--- src/design/frt_pkg.sv ---
package frt_pkg;
    // ****************************************************************
    // register map and field layout
    // ****************************************************************
    localparam logic [15:0] MODE_ADDR = 16'hFF48;
    // compare and counter have no printed address; values are arbitrary
    localparam logic [15:0] CMP_LO_ADDR = 16'hFF40;
    localparam logic [15:0] CMP_HI_ADDR = 16'hFF41;
    localparam logic [15:0] CNT_LO_ADDR = 16'hFF42;
    localparam logic [15:0] CNT_HI_ADDR = 16'hFF43;
    localparam logic [15:0] CAP_LO_ADDR = 16'hFF44;
    localparam logic [15:0] CAP_HI_ADDR = 16'hFF45;
    localparam int OUT_LEVEL_BIT = 7;
    localparam int OVF_BIT = 6;
    localparam int EDGE_HI_BIT = 5;
    localparam int EDGE_LO_BIT = 4;
    localparam int INV_BIT = 3;
    localparam int CLK_HI_BIT = 2;
    localparam int CLK_LO_BIT = 1;
    localparam int OUT_EN_BIT = 0;
    localparam logic [7:0] MODE_RESET = 8'h00;
    localparam logic [15:0] CMP_RESET = 16'hFFFF;
    localparam logic [15:0] CNT_RESET = 16'h0000;
    // ****************************************************************
    // capture edge codes and count clock division
    // ****************************************************************
    localparam logic [1:0] EDGE_NONE = 2'h0;
    localparam logic [1:0] EDGE_RISE = 2'h1;
    localparam logic [1:0] EDGE_FALL = 2'h2;
    localparam logic [1:0] EDGE_BOTH = 2'h3;
    localparam logic [1:0] CLK_DIV4 = 2'h0;
    localparam logic [1:0] CLK_DIV64 = 2'h1;
    localparam int DIV4_CYCLES = 4;
    localparam int DIV64_CYCLES = 64;
    localparam int PRESCALE_W = 6;
endpackage : frt_pkg

--- src/design/count_tick_gen.sv ---
`timescale 1ns/1ns
// ********************************************************************
// count clock prescaler: one-cycle tick every 4 or 64 system clocks
// ********************************************************************
module count_tick_gen
    import frt_pkg::*;
(
    // clock and reset
    input wire logic clk_in,
    input wire logic rst_in,
    input wire logic ce_in,
    // selection
    input wire logic [1:0] clk_sel_in,
    // tick
    output logic tick_out
);
    logic [PRESCALE_W-1:0] pre_q;
    logic [PRESCALE_W-1:0] pre_d;
    wire logic [PRESCALE_W-1:0] div4_last;
    wire logic [PRESCALE_W-1:0] div64_last;
    wire logic at_end;

    assign div4_last = PRESCALE_W'(DIV4_CYCLES - 1);
    assign div64_last = PRESCALE_W'(DIV64_CYCLES - 1);
    // prohibited codes stop the count clock rather than guess a rate
    assign at_end = (clk_sel_in == CLK_DIV4) ? (pre_q[1:0] == div4_last[1:0])
                  : (clk_sel_in == CLK_DIV64) ? (pre_q == div64_last)
                  : 1'b0;
    assign pre_d = pre_q + PRESCALE_W'(1);

    always_ff @(posedge clk_in) begin
        if (rst_in) begin
            pre_q <= '0;
            tick_out <= 1'b0;
        end else if (ce_in) begin
            pre_q <= pre_d;
            tick_out <= at_end;
        end
    end
endmodule : count_tick_gen

--- src/design/free_running_timer_compare_capture.sv ---
`timescale 1ns/1ns
// How it works
// - counter increments on each count tick; reset clears it to zero
// - counter equal to compare value raises the match interrupt
// - compare register takes any 16-bit value; reset loads all ones
// - capture register has no reset value; logic never relies on it
// - low byte read freezes a read buffer until the high byte read
// - reset clears the whole mode control register
// - mode register: level, overflow, edge, invert, clock, enable
// - overflow flag sets on wrap; cleared by reset or writing zero
// - edge field: off, rising, falling, both
// - selected edge copies counter into capture register, held
// - compare rewrite may cause an immediate match interrupt
// - counter runs through stabilization time; value then undefined
// - match can drive the timer output pin per mode register
// - invert and enable set: each match toggles the output
// - clock select 00 divides by 4, 01 by 64, others stop
// - enable 0 leaves pin as port; 1 puts timer output on it
// - output level bit is read-only; writes ignored
module free_running_timer_compare_capture
    import frt_pkg::*;
(
    // clock, reset, enable
    input wire logic clk_in,
    input wire logic rst_in,
    input wire logic ce_in,
    // memory access port, byte wide
    input wire logic [15:0] addr_in,
    input wire logic wr_in,
    input wire logic rd_in,
    input wire logic [7:0] wdata_in,
    output logic [7:0] rdata_out,
    // pins
    input wire logic capture_trigger_pin_in,
    input wire logic port_latch_in,
    output logic timer_out_pin_out,
    // interrupt
    output logic match_irq_out
);
    // ****************************************************************
    // state
    // ****************************************************************
    logic [15:0] free_counter_q;
    logic [15:0] compare_value_q;
    logic [15:0] captured_count_q;
    logic [15:0] read_buf_q;
    logic hold_q;
    logic trig_q;
    logic [7:0] mode_q;
    logic tick;

    wire logic [1:0] edge_sel;
    wire logic [1:0] clk_sel;
    wire logic out_en;
    wire logic inv_en;
    wire logic level;
    wire logic rise;
    wire logic fall;
    wire logic cap_hit;
    wire logic match;
    wire logic wrap;
    wire logic wr_mode;
    wire logic rd_lo;
    wire logic rd_hi;
    wire logic [15:0] cnt_view;
    logic [7:0] rdata_d;

    assign edge_sel = mode_q[EDGE_HI_BIT:EDGE_LO_BIT];
    assign clk_sel = mode_q[CLK_HI_BIT:CLK_LO_BIT];
    assign out_en = mode_q[OUT_EN_BIT];
    assign inv_en = mode_q[INV_BIT];
    assign level = mode_q[OUT_LEVEL_BIT];

    count_tick_gen u_tick (
        .clk_in(clk_in),
        .rst_in(rst_in),
        .ce_in(ce_in),
        .clk_sel_in(clk_sel),
        .tick_out(tick)
    );

    // ****************************************************************
    // decode
    // ****************************************************************
    // a match is judged once per count tick so it fires a single pulse
    assign match = tick && (free_counter_q == compare_value_q);
    assign wrap = tick && (free_counter_q == 16'hFFFF);
    assign rise = capture_trigger_pin_in && !trig_q;
    assign fall = !capture_trigger_pin_in && trig_q;
    assign cap_hit = ((edge_sel == EDGE_RISE) && rise)
                  || ((edge_sel == EDGE_FALL) && fall)
                  || ((edge_sel == EDGE_BOTH) && (rise || fall));
    assign wr_mode = wr_in && (addr_in == MODE_ADDR);
    assign rd_lo = rd_in && (addr_in == CNT_LO_ADDR);
    assign rd_hi = rd_in && (addr_in == CNT_HI_ADDR);
    // live count passes through until a low-byte read freezes it
    assign cnt_view = hold_q ? read_buf_q : free_counter_q;

    always_comb begin
        case (addr_in)
            MODE_ADDR: rdata_d = mode_q;
            CMP_LO_ADDR: rdata_d = compare_value_q[7:0];
            CMP_HI_ADDR: rdata_d = compare_value_q[15:8];
            CNT_LO_ADDR: rdata_d = free_counter_q[7:0];
            CNT_HI_ADDR: rdata_d = cnt_view[15:8];
            CAP_LO_ADDR: rdata_d = captured_count_q[7:0];
            CAP_HI_ADDR: rdata_d = captured_count_q[15:8];
            default: rdata_d = 8'h00;
        endcase
    end

    // ****************************************************************
    // counter, compare, read buffer
    // ****************************************************************
    // the counter has no stop-release handling: it just keeps running
    always_ff @(posedge clk_in) begin
        if (rst_in) begin
            free_counter_q <= CNT_RESET;
            compare_value_q <= CMP_RESET;
            hold_q <= 1'b0;
            read_buf_q <= CNT_RESET;
            trig_q <= 1'b0;
        end else if (ce_in) begin
            if (tick) begin
                free_counter_q <= free_counter_q + 16'h0001;
            end
            if (wr_in && addr_in == CMP_LO_ADDR) begin
                compare_value_q[7:0] <= wdata_in;
            end
            if (wr_in && addr_in == CMP_HI_ADDR) begin
                compare_value_q[15:8] <= wdata_in;
            end
            if (rd_lo) begin
                read_buf_q <= free_counter_q;
                hold_q <= 1'b1;
            end else if (rd_hi) begin
                hold_q <= 1'b0;
            end
            trig_q <= capture_trigger_pin_in;
        end
    end

    // capture register deliberately has no reset term
    always_ff @(posedge clk_in) begin
        if (ce_in && cap_hit) begin
            captured_count_q <= free_counter_q;
        end
    end

    // ****************************************************************
    // mode register, output and interrupt
    // ****************************************************************
    always_ff @(posedge clk_in) begin
        if (rst_in) begin
            mode_q <= MODE_RESET;
        end else if (ce_in) begin
            if (wr_mode) begin
                mode_q[5:0] <= wdata_in[5:0];
            end
            // a wrap in the same cycle as a zero write keeps the flag
            if (wrap) begin
                mode_q[OVF_BIT] <= 1'b1;
            end else if (wr_mode && !wdata_in[OVF_BIT]) begin
                mode_q[OVF_BIT] <= 1'b0;
            end
            // level starts low while output disabled; only matches change it
            if (!out_en) begin
                mode_q[OUT_LEVEL_BIT] <= 1'b0;
            end else if (match && inv_en) begin
                mode_q[OUT_LEVEL_BIT] <= !level;
            end
        end
    end

    always_ff @(posedge clk_in) begin
        if (rst_in) begin
            match_irq_out <= 1'b0;
            timer_out_pin_out <= 1'b0;
            rdata_out <= 8'h00;
        end else if (ce_in) begin
            match_irq_out <= match;
            timer_out_pin_out <= out_en ? level : port_latch_in;
            rdata_out <= rdata_d;
        end
    end
endmodule : free_running_timer_compare_capture

--- config.mk ---
export PLATFORM = sky130hd
export DESIGN_NAME = free_running_timer_compare_capture
export DESIGN_NICKNAME = d
export VERILOG_FILES = /design/src/design/frt_pkg.sv /design/src/design/count_tick_gen.sv /design/src/design/free_running_timer_compare_capture.sv
export SDC_FILE = /design/constraint.sdc
export NUM_CORES = 1
export LEC_CHECK = 0
export BUFFER_PORTS_ARGS = -buffer_cell sky130_fd_sc_hd__buf_2
export CAP_MARGIN = 20
export CORE_MARGIN = 1
export CORE_UTILIZATION = 50
export DETAILED_ROUTE_END_ITERATION = 12
export PLACE_DENSITY = 0.69
export RECOVER_POWER = 50
export REMOVE_ABC_BUFFERS = 1
export SYNTH_ARGS = -nofsm -noshare
export SYNTH_HDL_FRONTEND = slang
export SYNTH_HIERARCHICAL = 1
export SYNTH_SLANG_ARGS = --single-unit
--- constraint.sdc ---
create_clock -name clk_in -period 2.6 [get_ports clk_in]
set_input_delay 0.13 -clock clk_in [delete_from_list [all_inputs] [get_ports clk_in]]
set_output_delay 0.13 -clock clk_in [all_outputs]
set_load 0.02 [all_outputs]
-- Yosys cells after proc, flatten, opt, wreduce, memory -nomap -nowiden
Cells that the tools add are included.
- add/subtract/negate cells: 2
- equal/unequal tests: 16
- reduce and logical (&&, ||, !) cells: 33
- multiplexer cells: 11
- operators by type and width (kind ; number):
    equality test 16 bit, second input constant ; 8
    one-hot mux 8 bit (7 select lines) ; 1
    adder 16 x 1 -> 16 bit, second input constant ; 1
    equality test 16 bit ; 1
    2-to-1 mux 16 bit ; 1
    AND reduction 2 bit ; 8
    logical AND 1 bit ; 15
    2-to-1 mux 1 bit ; 9
    adder 6 x 1 -> 6 bit, second input constant ; 1
    equality test 2 bit, second input constant ; 3
    equality test 6 bit, second input constant ; 1
    equality test 2 x 1 -> 1 bit, second input constant ; 2
    zero test 1 bit ; 4
    nonzero test 2 bit ; 2
    logical OR 1 bit ; 3
    zero test 2 bit ; 1
    != test 2 x 1 -> 1 bit, second input constant ; 1
- logic and storage cells: 77
- register bits: 91

-- Logic depth before layout (Yosys ltp)
Gate-level depths: netlist (run 1).
- depth in word-level cells: 6
- mapped depth: 7
- mapped depth without buffers: 6

-- By module
Netlist (run 1), hierarchy kept.
- by module, submodules not included (module ; area each (µm²) ; seq. area each (µm²) ; cells each ; times used):
    free_running_timer_compare_capture ; 3609.7 ; 1681.6 ; 369 ; 1
    count_tick_gen ; 299.0 ; 140.1 ; 31 ; 1

-- Worst setup path before layout (run 1)
No wires, ideal clock.
- path kind: input -> register
- start point: input port addr_in[5]
- end point: register read_buf_q[15]
- slack: 0.484 ns
- path buffers: 1
- required time: 2.472 ns
- stages: 6
- setup time: 0.128 ns
- data arrival time: 1.988 ns
- path through: or4b_1 buf_2 or4_4 nor3_4 mux2i_1 nor2_1
- cells in the longest elaborated chain, start to end: 3
- ends and longest elaborated chain (element ; RTL line ; source):
    start: declaration ; free_running_timer_compare_capture.sv:28 ; input wire logic [15:0] addr_in,
    equality test 16 bit ; free_running_timer_compare_capture.sv:94 ; assign rd_lo = rd_in && (addr_in == CNT_LO_ADDR);
    logical AND 1 bit ; free_running_timer_compare_capture.sv:94 ;
    AND reduction 2 bit (no source line) ; - ;
    end signal: assignment ; free_running_timer_compare_capture.sv:134 ; read_buf_q <= free_counter_q;
    end: declaration ; free_running_timer_compare_capture.sv:46 ; logic [15:0] read_buf_q;
Every way passes these cells.
A chain may end at the register's enable or synchronous reset.

-- Worst setup path in the final report (run 1)
- start point: register trig_q
- end point: register captured_count_q[6], enable pin
- cells in the longest elaborated chain, start to end: 6
- ends and longest elaborated chain (element ; RTL line ; source):
    start: declaration ; free_running_timer_compare_capture.sv:48 ; logic trig_q;
    start signal: assignment ; free_running_timer_compare_capture.sv:139 ; trig_q <= capture_trigger_pin_in;
    zero test 1 bit ; free_running_timer_compare_capture.sv:88 ; assign rise = capture_trigger_pin_in && !trig_q;
    logical AND 1 bit ; free_running_timer_compare_capture.sv:88 ;
    logical AND 1 bit or logical OR 1 bit (tied branches) ; free_running_timer_compare_capture.sv:90, free_running_timer_compare_capture.sv:92 ;
    logical OR 1 bit or logical AND 1 bit (tied branches) ; free_running_timer_compare_capture.sv:91, free_running_timer_compare_capture.sv:92 ;
    logical OR 1 bit (*) ; free_running_timer_compare_capture.sv:92 ; || ((edge_sel == EDGE_BOTH) && (rise || fall));
    logical AND 1 bit (*) ; free_running_timer_compare_capture.sv:145 ; if (ce_in && cap_hit) begin
    end signal: assignment ; free_running_timer_compare_capture.sv:146 ; captured_count_q <= free_counter_q;
    end: declaration ; free_running_timer_compare_capture.sv:45 ; logic [15:0] captured_count_q;
Mark *: on every way between the ends. The rest lies on a longest branch, timed or not.

==> results of run 1 <==
==> worst max-delay path, cell delays in order, from the launching register on <==
cell and delay [ns]:
dfxtp_1 0.33, ha_1 0.27, nand2_1 0.07, o211ai_1 0.08, o21ai_0 0.07, and2_0 0.14
clkbuf_1 0.69
==> power by group through the flow <==
| stage | Combinational (mW) | Sequential [mW] | Clock, mW |
|---|---|---|---|
| 2_1_floorplan | 0.0388 | 1.35 | 0 |
| 3_3_place_gp | 0.116 | 1.34 | 0 |
| 3_5_place_dp | 0.118 | 1.34 | 0 |
| 4_1_cts | 0.118 | 1.31 | 0.914 |
| 5_1_grt | 0.129 | 1.32 | 0.985 |
| 6_report | 0.117 | 1.31 | 0.901 |
==> Yosys cell counts (3+ instances only) <==
master	instances	area, um2
ha_1	4	50.1
a21oi_1	20	100
nor2b_1	4	25.0
a32oi_1	8	70.1
clkbuf_1	16	60.1
nand2_1	29	109
inv_1	3	11.3
dfxtp_1	67	1340
nor2_1	59	221
nand3_1	20	100
nand4_1	10	62.6
xor2_1	11	96.3
o21ai_0	6	30.0
mux4_2	8	180
nor3_1	21	105
mux2i_1	16	160
xnor2_1	21	184
edfxtp_1	16	480
a222oi_1	8	80.1
buf_1	5	18.8
and3_1	5	31.3
mux2_2	8	90.1
==> per-stage QoR <==
step / utilization (%) / worst slack (ns) / hold WS [ns] / power, mW
2_1_floorplan: - / 0.440 / 0.199 / 1.38
3_3_place_gp: 57.5 / 0.399 / 0.399 / 1.46
3_5_place_dp: 57.5 / 0.333 / 0.409 / 1.46
4_1_cts: 60.2 / 0.684 / 0.0347 / 2.35
5_1_grt: 59.9 / 0.407 / 0.0444 / 2.43
6_report: 59.9 / 0.549 / 0.0384 / 2.33
==> layout make-up <==
type                    count  area (um2)  area share, %
clock buffers              12         166           3.75
well taps                  99         124           2.79
clock inverters             4        31.3          0.705
multi-input cells         290        1970           44.5
repair buffers             57         307           6.91
inverters                   3        11.3          0.254
flip-flops and latches     83        1820           41.1
==> metal layers <==
| layer | track usage, % | vias up |
|---|---|---|
| li1 | - | 1548 |
| met1 | 33.0 | 1535 |
| met2 | 42.2 | 99 |
| met3 | 4.71 | 10 |
| met4 | 9.95 | 0 |
| met5 | 0 | - |
==> sequential cells by signal (all words and copies together), names as in the netlist, 6 cells and up <==
| register | count |
|---|---|
| read_buf_q | 8 |
| compare_value_q | 16 |
| rdata_out | 8 |
| free_counter_q | 16 |
| captured_count_q | 16 |
| u_tick/pre_q | 6 |
| mode_q | 8 |
==> logic make-up after synthesis <==
logic type / after synthesis / synth area share [%]
AOI/OAI and AO/OA: 52 / 9.32
xor gates and xnor gates: 32 / 7.17
adders and majority gates: 4 / 1.28
buffers and inverters: 27 / 2.82
DFF: 83 / 46.6
muxes: 32 / 11.0
and+or+nand+nor: 170 / 21.8
==> cells in the final DEF (no fill, tap or decap), drive strengths merged, types with 2 or more instances in the layout <==
master / synthesis / final
ha: 4 / 4
mux2i: 16 / 16
a2111o: 2 / 2
clkbuf: 16 / 25
inv: 3 / 4
xor2: 11 / 11
mux4: 8 / 8
o21ai: 7 / 7
dfxtp: 67 / 67
clkinv: 0 / 3
a211oi: 2 / 2
and2: 2 / 2
nor3: 22 / 22
mux2: 8 / 8
nand2: 29 / 29
or4b: 2 / 2
and3: 5 / 5
nor4: 4 / 4
a32oi: 8 / 8
xnor2: 21 / 21
a222oi: 8 / 8
nor2b: 4 / 4
buf: 8 / 44
nand2b: 2 / 2
or2: 2 / 2
or3: 2 / 2
nand3: 20 / 20
edfxtp: 16 / 16
nor2: 59 / 59
nand4: 11 / 11
a21oi: 20 / 20
==> how the worst max path moves through the flow <==
stage	from	end	cells after the start
detailed placement	addr_in[5]	read_buf_q[15]$_SDFFE_PP0P_	6
global placement	addr_in[5]	read_buf_q[8]$_SDFFE_PP0P_	6
global route	trig_q$_SDFFE_PP0P_	captured_count_q[6]$_DFFE_PP_	6
floorplan	addr_in[5]	mode_q[0]$_SDFFE_PP0P_	5
CTS	addr_in[5]	read_buf_q[15]$_SDFFE_PP0P_	6
finish	trig_q$_SDFFE_PP0P_	captured_count_q[6]$_DFFE_PP_	6
==> impl_results.md, run 1 <==
* Hold path depth at 3
* Hold_buf cts at 0
* DR vias at about 3200
* RR Startpoint: trig_q$_SDFFE_PP0P_
* Async SR Flop Fraction at 0%
* Worst r2r dst: captured_count_q[6]$_DFFE_PP_
* H-tree Lvls at 3
* Final hold viol count at 0
* Worst vdd ir at just over 0.0003 V
* Sequential share of power at 56.4%
* Detailed-route DRC error count at 0
* Max-cap viol count at 0
* Yosys reg bits at between 80 and 90
* Hold path startpoint: capture_trigger_pin_in
* Sw Pwr at 0.539 mW
* Worst-skew pair later-pin latency at about 0.35 ns
* Worst Hold Class: in2reg
* Top layer reached by signal wires: met4
* CORE AREA at between 7000 and 8000 um2
* EDFF count, synth at 16
* CTS Root Cell: clkbuf_8
* Switch share at a little under a quarter
* Clock sink count at 83
* Crit path kind: reg2reg
* Placed cell count at ~530
* TNS Setup at 0 ns
* Crit path max fanout at 16
* Die span in y at 90.4 um
* Cells after Synth at 400
* # IOs at 41
* Worst R2R Setup Slack at around 0.55 ns
* Post-synthesis sequential area ratio at a little under half
* Final nets at roughly 480
* Area growth from synthesis to layout at 13.4%
* Post-Syn Area per Cell at ~9.8 um2
* Highest Clock Rate at 0.488 GHz
* Syn Std Cell Area at between 3000 and 4000 um2
* Final Skew at ~0.013 ns
* Metal-1 WL at 4270 um
* CP arrival at between 2 and 2.5 ns
* Period utilization at between 70% and 80%
* Worst-path clk slew at roughly 0.090 ns
* Clock Power Share at between 30% and 40%
* Post-CTS setup buffers at 0
* Final instance area at approximately 4400 um2
* GRT Resource Usage Total at about a quarter
* Post-cts sizing count at 0
* WL final at approximately 9700 um
* Final ANT Viol Nets at 0
* Largest net degree at the start of global routing at 23
* CP startpoint kind: flop
* WL met2 at ~4700 um
* Vias in the first global route at between 3000 and 4000
* Dpl cell area at 4260 um2
* Crit path time final at between 2 and 2.5 ns
* PortBufs at 40
* Max Slew Vio Count at 0
* Number of diodes at 0
* Distinct cells, synth at roughly 50
* Fillers at approximately 670
* Gpl congestion at between 0.8 and 0.9
* Power Internal at ~1.8 mW
* DIE WIDTH at 90.4 um
* PD cells at about 530 nW/um2
* Initial Utilization at 52.8%
* GRT overflow at 0
* HPWL Detailed at ~6800 um
* Synthesis warning total at 6
* LEAKAGE at 1.48 nW
* CTS Buf Count at 9
* Worst slew pin tran at 1.03 ns
* Critical Path RT at 2.57 ns
* Detailed Routing Iterations Pass 1 at 5
* Main flop type after synthesis: dfxtp_1
* DIE AREA at about 8200 um2
* Worst min-delay path endpoint: trig_q$_SDFFE_PP0P_
* Drt via density at 5.82
* 1st-iter DRT viols at between 200 and 250
* Status: completed
* Layout cells sized above 1 at a little under a fifth
* Endpoint type of the worst setup path: flop
* TritonCTS clock tree: yes
* Antenna violations before repair at 0
* RSZ-0062 raised after global routing: false
* CTS max path bufs at 2
* Met3 WL at between 500 and 600 um
* Logic pwr share at about 5%
* Wire length per cell at 17.6 um
* Finished Layout Cells at between 500 and 600
* Setup violators final at 0
* Global-route wire length before repair at between 15000 and 20000 um
* Worst relative slew slack at roughly 31%
* Site row count at 31
* Cell depth of the worst flop-to-flop path at 6
No activity file was read; power rests on OpenSTA's default activity.
==> run 2: changes to the inputs <==
Clock period 2.6 ns to 2.1 ns, I/O delays scaled along.
==> run 2 against run 1 <==
  * Die area stayed put
  * Register-to-register slack worse by 0.24 ns
  * Sequential cell count stayed put
  * Worst setup slack worse by 0.40 ns
  * Clock skew is 0.0026 ns lower
  * Critical path type is now in2reg
  * Largest power group unchanged
  * Final area is 1.0% higher
  * Clock-buffer cell count is 2 higher
  * Clock power is 31% higher
  * Via count is 1.6% higher
==> impl_results.md, run 2 (synthesis gave the netlist of run 1 again) <==
* Max Slew Vio Count at 0 (unchanged)
* Critical Path RT at 2.33 ns (-0.24 ns)
* Final ANT Viol Nets at 0 (unchanged)
* Status: completed
* GRT Resource Usage Total at 25.4% (-0.11 points)
* Initial Utilization at 52.8% (unchanged)
* HPWL Detailed at 6930 um (+1.3%)
* CP bufs+invs at 3 (+2)
* Post-CTS setup buffers at 0 (unchanged)
* Vias in the first global route at 3130 (-1.3%)
* Largest net degree at the start of global routing at 35 (+52%)
* Worst-path clk slew at 0.08 ns (about the same)
* H-tree Lvls at 3 (unchanged)
* CP max stage cell: nor4_1
* Max-cap viol count at 0 (unchanged)
* Detailed Routing Iterations Pass 1 at 7 (+2)
* Worst-skew pair later-pin latency at 0.36 ns (about the same)
* Setup violators final at 0 (unchanged)
* Crit path time final at about 1.9 ns
* CTS max path bufs at 2 (unchanged)
* Sw Pwr at 0.665 mW (+24%)
* Worst relative slew slack at 58.5% (+27 points)
* CP startpoint kind: primary input
* Logic pwr share at 4.9% (about the same)
* Worst vdd ir at 0.000363 V (+16%)
* Wire length per cell at 17.5 um (-0.66%)
* DR vias at 3242 (+1.6%)
* DIE WIDTH at 90.4 um (unchanged)
* Crit path max-delay family: simple AND/OR/NAND/NOR gates
* Crit path kind: in2reg
* Worst slew pin tran at 0.617 ns (-0.415 ns)
* Site row count at 31 (unchanged)
* PortBufs at 40 (unchanged)
* Layout cells sized above 1 at 18.5% (+0.20 points)
* Worst R2R Setup Slack at 0.31 ns (-0.24 ns)
* Most used cell, CP: buf_2
* Highest Clock Rate at between 0.5 and 0.6 GHz
* Worst Hold Class: in2reg
* Detailed-route DRC error count at 0 (unchanged)
* Total power at 2.95 mW (+26%)
* CP arrival at 2.17 ns (+0.15 ns)
* Clock sink count at 83 (unchanged)
* Worst path max stage delay at 0.57 ns (-0.12 ns)
* Clock Power Share at 39.9% (+1.3 points)
* CORE AREA at 7410 um2 (unchanged)
* TNS Setup at 0 ns (unchanged)
* Endpoint type of the worst setup path: flop
* Period utilization at about 93%
* Most common cell after layout, fill and taps aside: dfxtp_1
* Crit path max fanout at 16 (unchanged)
* Top Registers: captured_count_q: 16 flops, compare_value_q: 16 flops, free_counter_q: 16 flops
* # IOs at 41 (unchanged)
* Fillers at 666 (-0.89%)
* CTS Root Cell: clkbuf_8
* Power Internal at 2.28 mW (+27%)
* Gpl congestion at 0.887 (+4.9%)
* WL final at 9700 um (+0.42%)
* Final Skew at 0.0108 ns (-0.00258 ns)
* Drt via density at 5.85 (+0.47%)
* Sequential share of power at 55.1% (-1.3 points)
* CTS Buf Count at 9 (unchanged)
* 1st-iter DRT viols at 312 (+33%)
* PD cells at 659 nW/um2 (+25%)
* Area growth from synthesis to layout at 14.6%
* GRT overflow at 0 (unchanged)
* Critical Path, Cell by Cell: buf_2 > or4b_1 > clkbuf_1 > nor4_1 > nand4_1 > buf_2 > nor3_1 > a21oi_1
* Global-route wire length before repair at 15900 um (-1.8%)
* LEAKAGE at 1.49 nW (+0.97%)
* Most frequent cells in the layout: dfxtp_1, nor2_1, buf_2, nand2_1
* DIE AREA at 8170 um2 (unchanged)
* Die span in y at 90.4 um (unchanged)
* Antenna violations before repair at 0 (unchanged)
* RSZ-0062 raised after global routing: false
* TritonCTS clock tree: yes
* Hold_buf cts at 0 (unchanged)
* Post-cts sizing count at 0 (unchanged)
* Number of diodes at 0 (unchanged)
* Final hold viol count at 0 (unchanged)
* Final nets at 485 (+1.3%)
* Switch share at 22.6% (-0.53 points)
[run 2: cell count changes in the layout (fill, tap and decap cells not counted), sizes merged]
cell and change:
inv +1, clkinv -3, buf +4, clkbuf +4
[run 2: worst register-to-register path: cells and delay by family (launching register included)]
kind,cells,cell delay [ns]
xor gates and xnor gates,1,0.16
DFF,1,0.35
buffers and inverters,2,0.55
and+or+nand+nor,4,0.61
[run 2: per-stage QoR]
step	cell area, um2	utilization, %	hold WS (ns)	cells	setup slack, ns
after floorplan	3810	-	0.174	376	-0.0349
after CTS	4540	61.3	0.0148	554	0.336
final	4480	60.5	0.0161	554	0.152
after global routing	4480	60.5	0.0164	554	0.0576
after detailed placement	4330	58.5	0.389	538	0.0471
after global placement	4330	58.5	0.377	538	0.0731
[run 2: area by class of cell]
cell class,count,area (um2),share of cell area (%)
Clock inverter,2,12.5,0.279
Tap cell,99,124,2.77
Multi-Input combinational cell,290,1950,43.6
Timing Repair Buffer,63,364,8.13
Clock buffer,14,194,4.33
Inverter,3,11.3,0.251
Sequential cell,83,1820,40.7
[run 2: worst paths after layout]
path | end | depth (start not counted) | startpoint
worst min-delay path | trig_q$_SDFFE_PP0P_ | 3 | capture_trigger_pin_in
worst min register to register | rdata_out[4]$_SDFFE_PP0P_ | 2 | rdata_out[4]$_SDFFE_PP0P_
worst max-delay path | compare_value_q[3]$_SDFFE_PP1P_ | 8 | addr_in[5]
worst max register to register | free_counter_q[14]$_SDFFE_PP0P_ | 7 | free_counter_q[10]$_SDFFE_PP0P_
[run 2: power by group through the flow]
stage          logic (mW)  clock network, mW  registers (mW)
5_1_grt             0.160               1.26            1.63
3_5_place_dp        0.149                  0            1.66
6_report            0.146               1.18            1.63
3_3_place_gp        0.147                  0            1.66
2_1_floorplan      0.0480                  0            1.67
4_1_cts             0.149               1.18            1.63
[run 2: layer usage]
metal,routed length (um),share of wire (%),up-vias,GRT usage (%)
met1,4290,44,1525,33.8
met3,602,6.2,28,4.63
met5,0,0,-,0
met2,4430,46,131,39.7
li1,-,-,1558,-
met4,376,3.9,0,12.8
==> run 3: changes to the inputs <==
Settings changed: CORE_MARGIN 1 to 5, CORE_UTILIZATION 50 to 33, PLACE_DENSITY 0.69 to default.
==> run 3 against run 2 <==
  * Register-to-register slack got worse by 0.05 ns
  * Sequential cell count unchanged
  * Clock-buffer cell count fell by 3
  * Worst setup slack improved by 0.11 ns
  * Clock skew is 0.0044 ns lower
  * Total power up 12%
  * Die area grew 73%
  * First-iteration DRC count fell by 31%
  * Hold slack improved by 0.026 ns
  * Utilization decreased by 20 points
  * Wire length rose by 4.0%
  * Sequential power about the same
  * Critical endpoint is now free_counter_q[14]$_SDFFE_PP0P_
  * Highest routed layer unchanged
==> impl_results.md, run 3 (synthesis gave the netlist of run 1 again) <==
* Status: completed
* Antenna violations before repair at 0 (unchanged)
* Most frequent cells in the layout: dfxtp_1, nor2_1, nand2_1, buf_2
* Largest net degree at the start of global routing at 42 (+20%)
* HPWL Detailed at 7420 um (+7.1%)
* H-tree Lvls at 3 (unchanged)
* CP startpoint kind: flop
* Most common cell after layout, fill and taps aside: dfxtp_1
* Worst relative slew slack at 22.8% (-36 points)
* Total power at 3.30 mW (+12%)
* Clock sink count at 83 (unchanged)
* Worst vdd ir at 0.000326 V (-10%)
* Post-cts sizing count at 0 (unchanged)
* Final Skew at 0.00635 ns (-0.00442 ns)
* DIE WIDTH at 119 um (+31%)
* Worst Hold Class: in2reg
* CTS Buf Count at 9 (unchanged)
* WL final at 10100 um (+4.0%)
* Highest Clock Rate at 0.543 GHz (+5.8%)
* Worst-skew pair later-pin latency at 0.33 ns (-0.03 ns)
* Worst-path clk slew at 0.06 ns (-0.02 ns)
* CTS Root Cell: clkbuf_16
* TritonCTS clock tree: yes
* PD cells at 711 nW/um2 (+7.9%)
* Final ANT Viol Nets at 0 (unchanged)
* CP arrival at 2.04 ns (-0.13 ns)
* Initial Utilization at 33.9% (-19 points)
* Max Slew Vio Count at 0 (unchanged)
* # IOs at 41 (unchanged)
* Global-route wire length before repair at 16600 um (+4.7%)
* DR vias at 3184 (-1.8%)
* RSZ-0062 raised after global routing: false
* Final core occ at 40.3% (-20 points)
* CORE AREA at 11500 um2 (+55%)
* Drt via density at 5.33 (-8.9%)
* Critical Path RT at 2.30 ns (-0.03 ns)
* Post-CTS setup buffers at 0 (unchanged)
* Final hold viol count at 0 (unchanged)
* Worst slew pin tran at 1.16 ns (+0.540 ns)
* Crit path max fanout at 6 (-10)
* Detailed-route DRC error count at 0 (unchanged)
* Final nets at 484 (-0.21%)
* Hold_buf cts at 0 (unchanged)
* Endpoint type of the worst setup path: flop
* Crit path kind: reg2reg
* GRT overflow at 0 (unchanged)
* Max-cap viol count at 0 (unchanged)
* CTS max path bufs at 2 (unchanged)
* Crit path time final at 1.84 ns (-0.107 ns)
* Die span in y at 119 um (+31%)
* Area growth from synthesis to layout at 18.6%
* 1st-iter DRT viols at 214 (-31%)
* GRT Resource Usage Total at 14.8% (-11 points)
* Top Registers: captured_count_q: 16 flops, compare_value_q: 16 flops, free_counter_q: 16 flops
* Layout cells sized above 1 at 18.7% (+0.26 points)
* Period utilization at 87.7% (-5.1 points)
* Number of diodes at 0 (unchanged)
* LEAKAGE at 1.53 nW (+2.8%)
* Site row count at 39 (+26%)
* DIE AREA at 14100 um2 (+73%)
* Vias in the first global route at 3119 (-0.35%)
* Setup violators final at 0 (unchanged)
* Detailed Routing Iterations Pass 1 at 5 (-2)
* Final hold slack at 0.0420 ns (+0.0259 ns)
* PortBufs at 40 (unchanged)
* Wire length per cell at 16.9 um (-3.5%)
* Gpl congestion at 0.853 (-3.9%)
run 3: final cells by class:
type,instances,area (um2)
Tap cell,143,179
Multi-Input combinational cell,290,1970
Timing Repair Buffer,62,370
Clock buffer,11,233
Fill cell,1145,6880
Clock inverter,5,53.8
Sequential cell,83,1820
Inverter,3,11.3
run 3: power by group:
group | internal (mW) | total, mW | switching [mW] | leakage (nW)
Combinational | 0.0582 | 0.144 | 0.0861 | 0.750
Clock | 0.916 | 1.52 | 0.606 | 0.133
Sequential | 1.62 | 1.63 | 0.00554 | 0.651
run 3: layer usage:
layer | wire, um | vias to the layer above | track usage, %
li1 | - | 1554 | -
met4 | 181 | 0 | 5.21
met5 | 0 | - | 0
met1 | 4540 | 1538 | 19.2
met3 | 491 | 14 | 3.65
met2 | 4880 | 78 | 24.2
run 3: path summary, 6_finish.rpt:
check | to | startpoint | cells after the start | slack (ns)
setup reg to reg | free_counter_q[14]$_SDFFE_PP0P_ | free_counter_q[0]$_SDFFE_PP0P_ | 7 | 0.26
setup / recovery | free_counter_q[14]$_SDFFE_PP0P_ | free_counter_q[0]$_SDFFE_PP0P_ | 7 | 0.26
hold / removal | compare_value_q[7]$_SDFFE_PP1P_ | wdata_in[7] | 3 | 0.04
hold reg to reg | rdata_out[0]$_SDFFE_PP0P_ | rdata_out[0]$_SDFFE_PP0P_ | 2 | 0.47
run 3: stage by stage:
step	area [um2]	TNS, ns	setup slack (ns)	cells
after floorplan	3810	-0.209	-0.0349	376
after global placement	4380	0	0.0751	581
after detailed placement	4380	0	0.0297	581
after CTS	4670	0	0.233	597
after global routing	4640	0	0.0488	597
final	4640	0	0.259	597
run 3: worst max-delay path: stages (launching register included):
cell	delay, ns
dfxtp_1	0.46
ha_1	0.24
nand3_1	0.14
nor4_1	0.36
buf_4	0.20
nand3_1	0.09
xor2_1	0.17
nor2_1	0.05
